<file path="src/design/pps_pkg.sv">
// Purpose: constants and carriers for the port protection setup registers
// Assumes: byte-wide registers reached over an internal register port
// Notes:   offsets are the device's own register addresses
`default_nettype none
package pps_pkg;
   // ***********************************************************
   // register offsets
   // ***********************************************************
   localparam logic [7:0] PPS_OFF_RETRY  = 8'h85;
   localparam logic [7:0] PPS_OFF_GEN    = 8'h86;
   localparam logic [7:0] PPS_OFF_INUV   = 8'h87;
   localparam logic [7:0] PPS_OFF_CABLE  = 8'h88;
   localparam logic [7:0] PPS_OFF_WINDOW = 8'h89;
   localparam int         PPS_NREG       = 5;

   // ***********************************************************
   // writable bit masks (unused bits read zero)
   // ***********************************************************
   localparam logic [7:0] PPS_MASK_RETRY  = 8'h03;
   localparam logic [7:0] PPS_MASK_GEN    = 8'h57;
   localparam logic [7:0] PPS_MASK_INUV   = 8'h0F;
   localparam logic [7:0] PPS_MASK_CABLE  = 8'hF7;
   localparam logic [7:0] PPS_MASK_WINDOW = 8'h77;

   // ***********************************************************
   // reset values
   // ***********************************************************
   localparam logic [7:0] PPS_RST_RETRY  = 8'h03;
   localparam logic [7:0] PPS_RST_GEN    = 8'h04;
   localparam logic [7:0] PPS_RST_INUV   = 8'h00;
   localparam logic [7:0] PPS_RST_CABLE  = 8'h63;
   localparam logic [7:0] PPS_RST_WINDOW = 8'h33;

   // ***********************************************************
   // field positions
   // ***********************************************************
   localparam int PPS_POS_RETRY    = 0;
   localparam int PPS_POS_FINE     = 6;
   localparam int PPS_POS_OUTSIDE  = 4;
   localparam int PPS_POS_CLREG    = 2;
   localparam int PPS_POS_CHG      = 0;
   localparam int PPS_POS_INLOW    = 0;
   localparam int PPS_POS_CABLE_OC = 4;
   localparam int PPS_POS_CABLE_UV = 0;
   localparam int PPS_POS_HIGH     = 4;
   localparam int PPS_POS_LOW      = 0;

   // ***********************************************************
   // field limits
   // ***********************************************************
   localparam logic [3:0] PPS_INLOW_MAX    = 4'hA;
   localparam logic [3:0] PPS_CABLE_OC_MAX = 4'h9;

   // ***********************************************************
   // timing: retry delays at 20 MHz
   // ***********************************************************
   localparam longint PPS_CLK_HZ      = 20_000_000;
   localparam longint PPS_RETRY0_MS   = 2000;
   localparam longint PPS_RETRY1_MS   = 1000;
   localparam longint PPS_RETRY2_MS   = 500;
   localparam longint PPS_RETRY3_MS   = 16;
   localparam longint PPS_RETRY0_CYC  = PPS_RETRY0_MS * PPS_CLK_HZ / 1000;
   localparam longint PPS_RETRY1_CYC  = PPS_RETRY1_MS * PPS_CLK_HZ / 1000;
   localparam longint PPS_RETRY2_CYC  = PPS_RETRY2_MS * PPS_CLK_HZ / 1000;
   localparam longint PPS_RETRY3_CYC  = PPS_RETRY3_MS * PPS_CLK_HZ / 1000;

   // ***********************************************************
   // enumerations
   // ***********************************************************
   typedef enum logic [1:0] {
      PPS_CHG_PASS = 2'h0,
      PPS_CHG_CDP  = 2'h1,
      PPS_CHG_D24  = 2'h2,
      PPS_CHG_D10  = 2'h3
   } pps_chg_t;

   // ***********************************************************
   // carriers
   // ***********************************************************
   typedef struct packed {
      logic       wr;
      logic       rd;
      logic [7:0] addr;
      logic [7:0] wdata;
   } pps_req_t;

   typedef struct packed {
      logic [1:0] fault_retry_delay;
      logic       fine_voltage_step;
      logic       outside_supply_choice;
      logic       current_limit_regulation_on;
      pps_chg_t   charge_detect_select;
      logic [3:0] input_low_level;
      logic [3:0] cable_supply_overcurrent_low;
      logic [2:0] cable_supply_low_level;
      logic [2:0] output_high_margin;
      logic [2:0] output_low_margin;
   } pps_cfg_t;
endpackage : pps_pkg
`default_nettype wire

</file>
<file path="src/design/pps_setup_regs.sv">
// Purpose: five configuration registers and the logic they steer
// Assumes: register port synchronous to i_sys_clk, one access per cycle
// Notes:   retry, current-limit and bias decisions made here for analog
`default_nettype none

module pps_setup_regs
   import pps_pkg::*;
(
   // clock and reset
   input  wire logic       i_sys_clk,
   input  wire logic       i_rst_b,
   // register port
   input  wire pps_req_t   i_req,
   output logic [7:0]      o_rdata,
   output logic            o_rvalid,
   // analog and fault inputs
   input  wire logic       i_bias_valid,
   input  wire logic       i_over_current,
   input  wire logic       i_fault,
   // configuration and decisions
   output pps_cfg_t        o_cfg,
   output logic            o_step_mv10,
   output logic            o_int_bias_on,
   output logic            o_current_limit,
   output logic            o_mode_change_flag,
   output logic            o_cv_limit_fault,
   output logic            o_retry_busy
);

   // ***********************************************************
   // register storage
   // ***********************************************************
   logic [7:0] regs [PPS_NREG];
   logic [PPS_NREG-1:0] hit;
   logic       bias_reset;

   // per-register constants, constant so the reset branch stays constant
   localparam logic [7:0] OFF_TAB  [PPS_NREG] = '{PPS_OFF_RETRY, PPS_OFF_GEN, PPS_OFF_INUV,
                                                  PPS_OFF_CABLE, PPS_OFF_WINDOW};
   localparam logic [7:0] MASK_TAB [PPS_NREG] = '{PPS_MASK_RETRY, PPS_MASK_GEN, PPS_MASK_INUV,
                                                  PPS_MASK_CABLE, PPS_MASK_WINDOW};
   localparam logic [7:0] RST_TAB  [PPS_NREG] = '{PPS_RST_RETRY, PPS_RST_GEN, PPS_RST_INUV,
                                                  PPS_RST_CABLE, PPS_RST_WINDOW};

   // register file, reset by bias failure too
   genvar g;
   generate
      for (g = 0; g < PPS_NREG; g++) begin : g_reg
         assign hit[g] = (i_req.addr == OFF_TAB[g]);
         always_ff @(posedge i_sys_clk or negedge i_rst_b) begin
            if (!i_rst_b) begin
               regs[g] <= RST_TAB[g];
            end else if (bias_reset) begin
               regs[g] <= RST_TAB[g];
            end else if (i_req.wr && hit[g]) begin
               regs[g] <= i_req.wdata & MASK_TAB[g];
            end
         end
      end
   endgenerate

   // ***********************************************************
   // field decode
   // ***********************************************************
   logic [7:0] r_ret, r_gen, r_inuv, r_cab, r_win;
   assign r_ret  = regs[0];
   assign r_gen  = regs[1];
   assign r_inuv = regs[2];
   assign r_cab  = regs[3];
   assign r_win  = regs[4];

   always_comb begin
      o_cfg.fault_retry_delay            = r_ret[PPS_POS_RETRY +: 2];
      o_cfg.fine_voltage_step            = r_gen[PPS_POS_FINE];
      o_cfg.outside_supply_choice        = r_gen[PPS_POS_OUTSIDE];
      o_cfg.current_limit_regulation_on  = r_gen[PPS_POS_CLREG];
      o_cfg.charge_detect_select         = pps_chg_t'(r_gen[PPS_POS_CHG +: 2]);
      o_cfg.input_low_level              = r_inuv[PPS_POS_INLOW +: 4];
      o_cfg.cable_supply_overcurrent_low = r_cab[PPS_POS_CABLE_OC +: 4];
      o_cfg.cable_supply_low_level       = r_cab[PPS_POS_CABLE_UV +: 3];
      o_cfg.output_high_margin           = r_win[PPS_POS_HIGH +: 3];
      o_cfg.output_low_margin            = r_win[PPS_POS_LOW +: 3];
   end

   assign o_step_mv10 = o_cfg.fine_voltage_step;
   assign o_int_bias_on = !o_cfg.outside_supply_choice;
   // outside supply selected or being selected but absent
   assign bias_reset = !i_bias_valid && (o_cfg.outside_supply_choice
                       || (i_req.wr && hit[1] && i_req.wdata[PPS_POS_OUTSIDE]));

   // ***********************************************************
   // read port
   // ***********************************************************
   always_ff @(posedge i_sys_clk or negedge i_rst_b) begin
      if (!i_rst_b) begin
         o_rdata  <= 8'h00;
         o_rvalid <= 1'b0;
      end else begin
         o_rvalid <= i_req.rd;
         unique case (1'b1)
            hit[0]:  o_rdata <= r_ret;
            hit[1]:  o_rdata <= r_gen;
            hit[2]:  o_rdata <= r_inuv;
            hit[3]:  o_rdata <= r_cab;
            hit[4]:  o_rdata <= r_win;
            default: o_rdata <= 8'h00;
         endcase
      end
   end

   // ***********************************************************
   // current limit and mode change
   // ***********************************************************
   logic cl_prev;
   always_ff @(posedge i_sys_clk or negedge i_rst_b) begin
      if (!i_rst_b) begin
         o_current_limit <= 1'b0;
      end else begin
         o_current_limit <= o_cfg.current_limit_regulation_on && i_over_current;
      end
   end

   always_ff @(posedge i_sys_clk or negedge i_rst_b) begin
      if (!i_rst_b) begin
         cl_prev            <= 1'b0;
         o_mode_change_flag <= 1'b0;
      end else begin
         cl_prev <= o_current_limit;
         if (o_cfg.current_limit_regulation_on && (cl_prev != o_current_limit)) begin
            o_mode_change_flag <= 1'b1;
         end else if (!o_cfg.current_limit_regulation_on) begin
            o_mode_change_flag <= 1'b0;
         end
      end
   end

   // regulation off: overcurrent is a fault
   always_ff @(posedge i_sys_clk or negedge i_rst_b) begin
      if (!i_rst_b) begin
         o_cv_limit_fault <= 1'b0;
      end else if (!o_cfg.current_limit_regulation_on && i_over_current) begin
         o_cv_limit_fault <= 1'b1;
      end else if (o_cfg.current_limit_regulation_on) begin
         o_cv_limit_fault <= 1'b0;
      end
   end

   // ***********************************************************
   // retry timer
   // ***********************************************************
   logic [31:0] retry_cnt;
   logic [31:0] retry_load;
   always_comb begin
      case (o_cfg.fault_retry_delay)
         2'h0:    retry_load = 32'(PPS_RETRY0_CYC);
         2'h1:    retry_load = 32'(PPS_RETRY1_CYC);
         2'h2:    retry_load = 32'(PPS_RETRY2_CYC);
         default: retry_load = 32'(PPS_RETRY3_CYC);
      endcase
   end

   always_ff @(posedge i_sys_clk or negedge i_rst_b) begin
      if (!i_rst_b) begin
         retry_cnt <= 32'h0000_0000;
      end else if (i_fault || o_cv_limit_fault) begin
         retry_cnt <= retry_load;
      end else if (retry_cnt != 32'h0000_0000) begin
         retry_cnt <= retry_cnt - 32'h0000_0001;
      end
   end
   assign o_retry_busy = (retry_cnt != 32'h0000_0000);

endmodule // pps_setup_regs
`default_nettype wire

</file>
<file path="config.mk">
export PLATFORM = sky130hd
export DESIGN_NAME = pps_setup_regs
export DESIGN_NICKNAME = d
export VERILOG_FILES = /design/src/design/pps_pkg.sv /design/src/design/pps_setup_regs.sv
export SDC_FILE = /design/constraint.sdc
export NUM_CORES = 1
export LEC_CHECK = 0
export ABC_AREA = 1
export BUFFER_PORTS_ARGS = -buffer_cell sky130_fd_sc_hd__buf_2
export CELL_PAD_IN_SITES_DETAIL_PLACEMENT = 0
export CELL_PAD_IN_SITES_GLOBAL_PLACEMENT = 1
export CORE_MARGIN = 2
export CORE_UTILIZATION = 46
export CTS_BUF_LIST = sky130_fd_sc_hd__clkbuf_4 sky130_fd_sc_hd__clkbuf_8
export DETAILED_ROUTE_END_ITERATION = 7
export PLACE_DENSITY = 0.93
export SYNTH_ARGS = -nofsm -noshare
export SYNTH_HDL_FRONTEND = slang
export SYNTH_SLANG_ARGS = --single-unit
</file>
<file path="constraint.sdc">
create_clock -name i_sys_clk -period 3 [get_ports i_sys_clk]
set_input_delay 0.45 -clock i_sys_clk [delete_from_list [all_inputs] [get_ports i_sys_clk]]
set_output_delay 0.45 -clock i_sys_clk [all_outputs]
set_load 0.005 [all_outputs]
</file>
==> results.ini, run 1 <==
[outcome]
status=finished clean

[worst_setup_path]
crit_chain=inv_1 -> ha_1 -> nand2_2 -> nor2_8 -> inv_2 -> nor2_2 -> nand2_2 -> buf_2
start_kind=flop
arrival_ns=1.83
slowest_delay_ns=0.36
path_buf_inv=3
cp-end-kind=output port
critPathMaxFanout=6
crit_slowest_cell=dfrtp_1
crit_start=retry_cnt[0]$_DFFE_PN0P_
rr_endpoint=retry_cnt[2]$_DFFE_PN0P_
cp.required_ns=2.55
reg2reg_slack_ns=0.99
reg2regPathDepth=7
path_common_cell=nand2_2
timing.rr.start=retry_cnt[0]$_DFFE_PN0P_
crit_family=simple AND/OR/NAND/NOR gates
crit_type=reg2out

[yosys]
synth_common_cells=136 x nand2_1, 64 x nor2_1, 63 x inv_1
synth-simple-area-share=0.3594
synth_cells=518
netlist_area_mm2=0.003928
synth_most_common_cell=nand2_1
yosys.area.top_type=dfrtp_1
ys_warn_count=0
synth_fa_ha_area_frac=0.01911
synth_top_family_by_area=simple AND/OR/NAND/NOR gates
yosysSeqAreaShare=0.4431
synth_xor_area_frac=0.01561
async_reset_ff_frac=1.000
synth_ff_type=dfrtp_1
synth_top_area_frac=0.3695
synthTopCellsByArea=dfrtp_1 37%, nand2_1 13%, dfstp_2 7.4%, nand3_1 7.3%, nor2_1 6.1%
synth_seq_cells=69
syn_area_per_cell_um2=7.582
synth_compound_area_frac=0.08347
synth_mux_area_frac=0
yosysUniqueCellTypes=41
syn_nets=547
synth-edff-count=0

[die]
die_h_um=96.40
rows=33
initial_utilization=0.4756
dieArea_mm2=0.009293
ios=62
fp.dieW_um=96.40
core_area_mm2=0.008258

[route]
drc_errors=0
drt-total-wl_mm=9.675
wl_per_cell_um=13.94
num_vias=3587
m1WireLength_mm=4.305
vias_per_cell=5.169
route.met2.wl_mm=4.694
highest_layer=met4
ant_nets=0
dr.first_iter.drc_count=244
drtPass1Iterations=5
wl_met3_um=533

[power]
p_int_w=0.001642
switching_share=0.3276
vdd_drop_max_v=0.0003216
p_clk_frac=0.315
leakagePower_nw=2.405
power.density_mw_per_mm2=537.1
seq_power_share=0.463
comb_power_share=0.222
power_switching_w=0.0008003

[global_routing]
grt-ovfl-total=0
antenna_found_initial=0
grt_pass1_wl_mm=16.20
grt_max_degree=68
grt_pass1_vias=3469
grt_usage=0.2288

[timing]
period_needed_ns=2.277
skew_ns=0.01196
slew_headroom=0.4759
finalSetupViolCount=0
setup-tns-final_ns=0
tightest_slew_ns=0.7836
finalHoldViolCount=0
rsz0062_at_grt=no
setup_ws_ns=0.7230
fin_crit_sh=0.7590
max_freq_ghz=0.4392
finalMaxSlewViolations=0

[place]
gp_routability_congestion=0.8453
port_buffers=61
place_ws_ns=0.9380
post-dp-hpwl_mm=7.242

[clock_tree]
path_clk_slew_ns=0.07
cts.sinks=69
clockBufferDepth=2
htreeDepth=3
root_buffer=clkbuf_8
cts_tree=yes
cts_made_buffers=9
insertion_delay_ns=0.35
post_cts_buffers=0

[layout]
fillCellCount=808
areaGrowthSynthToFinish_pct=15.80
fin_nets=613
insertedDiodeCount=0
multi_input_area_mm2=0.001878
seq_area_mm2=0.001740
drive_gt1_frac=0.2190

[hold_path]
hp-start=i_req[16]
worstHoldPathCells=1
hold_end=o_rvalid$_DFF_PN0_
hold_path_class=in2reg

[flow_run]
maxCapViolCount=0

## sequential cells by signal, summed over array words and instances (netlist names)
name and count:
cl_prev 1, o_current_limit 1, o_cv_limit_fault 1, o_mode_change_flag 1, o_rdata 8, o_rvalid 1, r_cab 7, r_gen 5
r_inuv 4, r_ret 2, r_win 6, retry_cnt 32
## per-stage QoR
stage / util / instance area [um^2] / hold WS [ns] / total power, W / std cells
detailed placement: 0.5255 / 4339 / 0.2589 / 0.001687 / 677
finish: 0.5508 / 4548 / 0.2091 / 0.002443 / 694
global placement: 0.5255 / 4339 / 0.2582 / 0.001677 / 677
CTS: 0.5508 / 4548 / 0.1978 / 0.002464 / 694
global route: 0.5508 / 4548 / 0.2027 / 0.002584 / 694
floorplan: - / 3928 / 0.1544 / 0.001511 / 518
## power by group through the flow
stage / Sequential [W] / Clock (W) / Combinational, W
floorplan: 0.00113 / 0 / 0.000381
global placement: 0.00114 / 0 / 0.000533
detailed placement: 0.00115 / 0 / 0.000541
CTS: 0.00113 / 0.000789 / 0.000545
global route: 0.00115 / 0.000821 / 0.000617
finish: 0.00113 / 0.000769 / 0.000543
## cells in the final DEF (no fill, tap or decap), drive strengths merged, types with 10 or more instances in the layout
master	Yosys	layout
clkbuf	1	11
inv	65	66
nand4	10	10
a21oi	26	26
nand3	58	58
nor2	82	82
dfrtp	58	58
buf	9	64
o21ai	17	17
nand2	142	142
dfstp	11	11
## how the worst max path moves through the flow
stage / endpoint / slack, ns / depth (start not counted)
after floorplan: o_retry_busy / 1.38 / 7
after global placement: retry_cnt[5]$_DFFE_PN0P_ / 1.07 / 7
after detailed placement: retry_cnt[2]$_DFFE_PN0P_ / 0.94 / 7
after CTS: o_retry_busy / 0.71 / 8
after global routing: o_retry_busy / 0.57 / 8
final: o_retry_busy / 0.72 / 8
## cell families after synthesis
logic type	count (synthesis)
AO/OA/AOI/OAI	55
XOR/XNOR	7
adder cells (fa/ha/maj)	6
buffers and inverters	76
flip-flops	69
AND/OR/NAND/NOR	305
## what timing repair did
action / 4_1_cts / 5_1_grt
resized for setup: 0 / 0
hold buffers: 1 / 0
hold endpoints to repair: 2 / 0
## layout make-up
cell class	count	share of cell area
Tap cell	105	0.02889
Clock buffer	11	0.03054
Timing Repair Buffer	65	0.07703
Clock inverter	5	0.01320
Inverter	66	0.05475
Multi-Input combinational cell	373	0.4129
Sequential cell	69	0.3827
## routing by layer
| layer | vias up | global-route usage |
|---|---|---|
| li1 | 1786 | - |
| met1 | 1684 | 0.3004 |
| met2 | 105 | 0.3837 |
| met3 | 12 | 0.04577 |
| met4 | 0 | 0.06925 |
| met5 | - | 0 |
Power figures use the tool's default switching activity.
==> run 2, diff against run 1 <==
Settings changed: ABC_AREA 1 to 0, CORE_UTILIZATION 46 to 44, PLACE_DENSITY 0.93 to 0.88.
Clock period 3 ns to 2.35 ns, I/O delays scaled along.
==> run 2 against run 1 <==
The flow now finishes with violations (negative setup slack). Non-clock buffer count is 35 higher. Global-route usage is 0.20 points lower. Hold slack worse by 0.10 ns. Total power is 23% higher. Via count is 15% lower. Final area is 3.3% lower. Sequential cell count stayed put. Synthesized cell count is 32% lower. Core utilization is 2.4 points higher. Combinational power is 12% higher. Critical endpoint unchanged. Largest cell class is now flip-flops and latches.
==> results.ini, run 2 <==
[outcome]
status=finished with violations
violations=negative setup slack

[die]
ios=62
initial_utilization=0.4473
core_area_mm2=0.007647
dieArea_mm2=0.008496
die_h_um=92.18
rows=32
fp.dieW_um=92.18

[timing]
finalHoldViolCount=0
max_freq_ghz=0.4105
finalMaxSlewViolations=0
fin_crit_sh=1.037
tightest_slew_ns=0.5360
finalSetupViolCount=2
rsz0062_at_grt=yes
setup_ws_ns=-0.08598
slew_headroom=0.6427
period_needed_ns=2.436
setup-tns-final_ns=-0.09625
skew_ns=0.01084

[yosys]
yosysUniqueCellTypes=48
syn_nets=381
synth_seq_cells=69
synth_most_common_cell=dfrtp_1
synth_common_cells=58 x dfrtp_1, 39 x nand2_1, 25 x a21oi_1, 25 x nor2_1, 23 x nand3_1
yosys.area.top_type=dfrtp_1
ys_warn_count=0
yosysSeqAreaShare=0.5088
synth-edff-count=0
netlist_area_mm2=0.003421
synth_ff_type=dfrtp_1
synthTopCellsByArea=dfrtp_1 42%, dfstp_2 8.4%, nand2_1 4.3%, mux2i_1 4.1%, a21oi_1 3.7%
synth_top_area_frac=0.4243
async_reset_ff_frac=1.000
synth_cells=352
syn_area_per_cell_um2=9.718

[power]
comb_power_share=0.202
power_switching_w=0.0009226
power.density_mw_per_mm2=685.9
vdd_drop_max_v=0.0004067
leakagePower_nw=2.097
seq_power_share=0.463
p_clk_frac=0.335
p_int_w=0.002093
switching_share=0.3059

[clock_tree]
path_clk_slew_ns=0.09
root_buffer=clkbuf_8
cts_tree=yes
htreeDepth=3
clockBufferDepth=2
cts.sinks=69
cts_made_buffers=9
insertion_delay_ns=0.35

[place]
port_buffers=61
post-dp-hpwl_mm=6.225
gp_routability_congestion=0.8415

[hold_path]
hold_path_class=in2reg

[worst_setup_path]
crit_type=reg2out
critPathMaxFanout=2
start_kind=flop
arrival_ns=2.08
cp-end-kind=output port
cp.required_ns=2.00

[route]
dr.first_iter.drc_count=164
num_vias=3038
drtPass1Iterations=4
vias_per_cell=5.514
drc_errors=0
ant_nets=0
drt-total-wl_mm=9.071
wl_per_cell_um=16.46

[global_routing]
grt_max_degree=32
grt_usage=0.2268
antenna_found_initial=0
grt_pass1_wl_mm=15.23
grt_pass1_vias=3125
grt-ovfl-total=0

[layout]
final_cell_mix=61 x buf_2, 58 x dfrtp_1, 39 x nand2_1
largest_reg_flops=32
layout_commonest_cell=buf_2
drive_gt1_frac=0.3341
insertedDiodeCount=0
areaGrowthSynthToFinish_pct=28.53
postLayoutCoreUtil=0.5749
regMostFlops=retry_cnt
fillCellCount=661
fin_nets=473

[flow_run]
maxCapViolCount=0

## run 2: changes by cell type after synthesis, moves of 14 or more
cell / change
clkbuf_1: +16
nor2_1: -39
inv_1: -55
mux2i_1: +14
nand2_1: -97
nand3_1: -34
## run 2: cell families (layout without fill, tap and decap cells)
kind of cell             after synthesis  after routing  synth area share
AND/OR/NAND/NOR                      145            145            0.2176
XOR/XNOR                              15             15           0.03841
flip-flops                            69             69            0.5088
multiplexers                          16             16           0.04755
AO/OA/AOI/OAI                         74             74            0.1346
buffers and inverters                 27            124           0.03109
adder cells (fa/ha/maj)                6              6           0.02195
## run 2: layer usage
metal  global-route usage  wire [um]  vias up
li1                     -          -     1451
met1               0.2972       4046     1496
met2               0.3768       4511       82
met3              0.04684        402        9
met4              0.07463        110        0
met5                    0          0        -
## run 2: what timing repair did
action                                 4_1_cts  5_1_grt
resized for setup                            4        9
endpoints found under the hold margin       18        0
pin swaps                                    3        1
buffers inserted                             7        0
hold buffers                                 1        0
setup endpoints to repair                    2       24
## run 2: per-stage QoR
step	total power [W]	worst slack, ns	instances	hold WS, ns	area, um^2
3_5_place_dp	0.002000	-0.04843	527	0.3604	4060
3_3_place_gp	0.001983	0.03643	527	0.3496	4060
5_1_grt	0.003168	-0.1606	551	0.09640	4397
4_1_cts	0.003023	-0.06963	551	0.09185	4344
6_report	0.003016	-0.08598	551	0.1047	4397
2_1_floorplan	0.001715	0.02569	352	0.05691	3421
## run 2: area by class of cell
| type | count | area (um^2) | share of cell area |
|---|---|---|---|
| clock inverters | 7 | 80.08 | 0.01821 |
| inverters | 8 | 30.03 | 0.006830 |
| repair buffers | 100 | 641.9 | 0.1460 |
| well taps | 102 | 127.6 | 0.02903 |
| flip-flops and latches | 69 | 1740 | 0.3958 |
| clock buffers | 9 | 123.9 | 0.02817 |
| multi-input cells | 256 | 1653 | 0.3759 |
## run 2: path summary, 6_finish.rpt
kind | from | end | slack [ns] | cells past startpoint
worst max-delay path | retry_cnt[27]$_DFFE_PN0P_ | o_retry_busy | -0.09 | 5
worst min-delay path | i_req[16] | o_rvalid$_DFF_PN0_ | 0.10 | 1
min in group asynchronous | i_rst_b | retry_cnt[27]$_DFFE_PN0P_ | 0.51 | 2
worst max register to register | retry_cnt[22]$_DFFE_PN0P_ | retry_cnt[28]$_DFFE_PN0P_ | -0.01 | 5
worst min register to register | o_current_limit$_DFF_PN0_ | cl_prev$_DFF_PN0_ | 0.42 | 0
max in group asynchronous | i_rst_b | r_gen[2]$_DFFE_PN1P_ | 1.13 | 3
## run 2: critical path, stage by stage, from the launching register on
cell and delay (ns):
dfrtp_1 0.41, or4_4 0.53, or3_4 0.36, nor4_4 0.25
inv_2 0.07, buf_2 0.13
## run 2: power by group through the flow
| stage | Combinational, W | Clock [W] | Sequential [W] |
|---|---|---|---|
| floorplan | 0.000308 | 0 | 0.00141 |
| finish | 0.000609 | 0.00101 | 0.00140 |
| global route | 0.000676 | 0.00108 | 0.00141 |
| CTS | 0.000602 | 0.00103 | 0.00139 |
| detailed placement | 0.000591 | 0 | 0.00141 |
| global placement | 0.000578 | 0 | 0.00141 |
==> run 3, diff against run 2 <==
Clock period 2.35 ns to 2.8 ns, I/O delays scaled along.
==> run 3 against run 2 <==
The flow now finishes without violations. Sequential power fell by 16%. Clock power decreased by 24%. Count of clock-buffer cells in the layout unchanged. Hold slack better by 0.080 ns. Final area is 7.7% lower. Global-route usage shrank 2.1 points. Non-clock buffer count down 28. Clock skew up 0.0016 ns. Largest power group unchanged.
==> results.ini, run 3 (synthesis gave the netlist of run 2 again) <==
[outcome]
status=finished clean

[route]
drt-total-wl_mm=8.261
drc_errors=0
ant_nets=0
dr.first_iter.drc_count=157
wl_per_cell_um=15.80
vias_per_cell=5.627
drtPass1Iterations=4
num_vias=2943

[layout]
fin_nets=445
areaGrowthSynthToFinish_pct=18.65
fin_cells=523
regMostFlops=retry_cnt
largest_reg_flops=32
layout_commonest_cell=buf_2
insertedDiodeCount=0
final_cell_mix=61 x buf_2, 58 x dfrtp_1, 39 x nand2_1
drive_gt1_frac=0.2684
final_cell_area_mm2=0.004059
fillCellCount=681

[clock_tree]
path_clk_slew_ns=0.09
htreeDepth=3
insertion_delay_ns=0.34
cts_hold_buf=0
root_buffer=clkbuf_8
cts.sinks=69
cts_tree=yes
clockBufferDepth=2
cts_made_buffers=9

[power]
leakagePower_nw=1.935
power.density_mw_per_mm2=578.2
vdd_drop_max_v=0.0002686

[worst_setup_path]
arrival_ns=2.12
slowest_delay_ns=0.60
critPathMaxFanout=6
crit_slowest_cell=or4_1
start_kind=flop
crit_type=reg2out
crit_chain=or4_1 -> or3_1 -> nor4_2 -> inv_2 -> buf_2
cp.required_ns=2.38
cp-end-kind=output port

[timing]
setup-tns-final_ns=0
fin_hold_ws_ns=0.1852
max_freq_ghz=0.3939
tightest_slew_ns=0.8788
fin_crit_sh=0.9067
finalHoldViolCount=0
finalMaxSlewViolations=0
rsz0062_at_grt=no
slew_headroom=0.4141
skew_ns=0.01248
period_needed_ns=2.539
finalSetupViolCount=0

[global_routing]
grt_pass1_vias=2883
grt_max_degree=70
grt_pass1_wl_mm=13.96
antenna_found_initial=0
grt_usage=0.2060
grt-ovfl-total=0

[place]
gp_routability_congestion=0.8159
port_buffers=61
placed_cell_area_mm2=0.003865
post-dp-hpwl_mm=5.739
dp.cells=506

[flow_run]
maxCapViolCount=0

[die]
dieArea_mm2=0.008496
fp.dieW_um=92.18
ios=62
initial_utilization=0.4473
die_h_um=92.18
rows=32
core_area_mm2=0.007647

[hold_path]
hold_path_class=in2reg

[run 3: cell types whose count changed in the layout (fill, tap and decap cells not counted), sizes merged]
cell	before	now
buf	99	72
bufinv	1	0
clkinv	1	2
clkinvlp	2	1
dlygate4sd3	1	0
inv	11	12
[run 3: final timing paths]
check	cells after the start	slack, ns	startpoint	endpoint
max in group asynchronous	2	1.93	i_rst_b	retry_cnt[22]$_DFFE_PN0P_
min in group asynchronous	2	0.27	i_rst_b	retry_cnt[15]$_DFFE_PN0P_
hold reg to reg	0	0.43	o_current_limit$_DFF_PN0_	cl_prev$_DFF_PN0_
setup reg to reg	7	0.35	retry_cnt[27]$_DFFE_PN0P_	retry_cnt[12]$_DFFE_PN0P_
hold / removal	1	0.19	i_req[16]	o_rvalid$_DFF_PN0_
setup / recovery	5	0.26	retry_cnt[27]$_DFFE_PN0P_	o_retry_busy
[run 3: repair_timing]
item	4_1_cts	5_1_grt
gates resized for setup	0	1
setup endpoints to repair	0	1
buffers inserted	0	1
[run 3: power by group]
part           switching (W)  internal, W  leakage [nW]
logic               0.000221     0.000179         0.957
registers          0.0000889      0.00109         0.885
clock network       0.000425     0.000340        0.0927
[run 3: metrics by stage]
stage            util  power [W]  worst slack (ns)
4_1_cts        0.5298   0.002370           0.01997
3_3_place_gp   0.5054   0.001588            0.4093
6_report       0.5308   0.002347            0.2611
2_1_floorplan       -   0.001439            0.4504
5_1_grt        0.5308   0.002484            0.1322
3_5_place_dp   0.5054   0.001599            0.3359
[run 3: layer usage]
metal | part of all wire | vias to the layer above | global-route usage | wire, um
met5 | 0 | - | 0 | 0
met3 | 0.043 | 4 | 0.03533 | 355
li1 | - | 1405 | - | -
met1 | 0.46 | 1455 | 0.2789 | 3763
met2 | 0.49 | 79 | 0.3413 | 4070
met4 | 0.0087 | 0 | 0.05970 | 72
[run 3: area by class of cell]
cell class,count,area (um^2),share of cell area
inverter,8,30.03,0.007398
multi-input combinational,256,1587,0.3909
clock buffer,9,123.9,0.03052
tap,102,127.6,0.03144
timing repair buffer,72,387.9,0.09556
clock inverter,7,62.56,0.01541
sequential,69,1740,0.4288
[run 3: critical path, delay by kind of cell, from the launching register on]
kind                   cells  cell delay, ns
and+or+nand+nor            3            1.17
DFF                        1            0.43
buffers and inverters      2            0.19
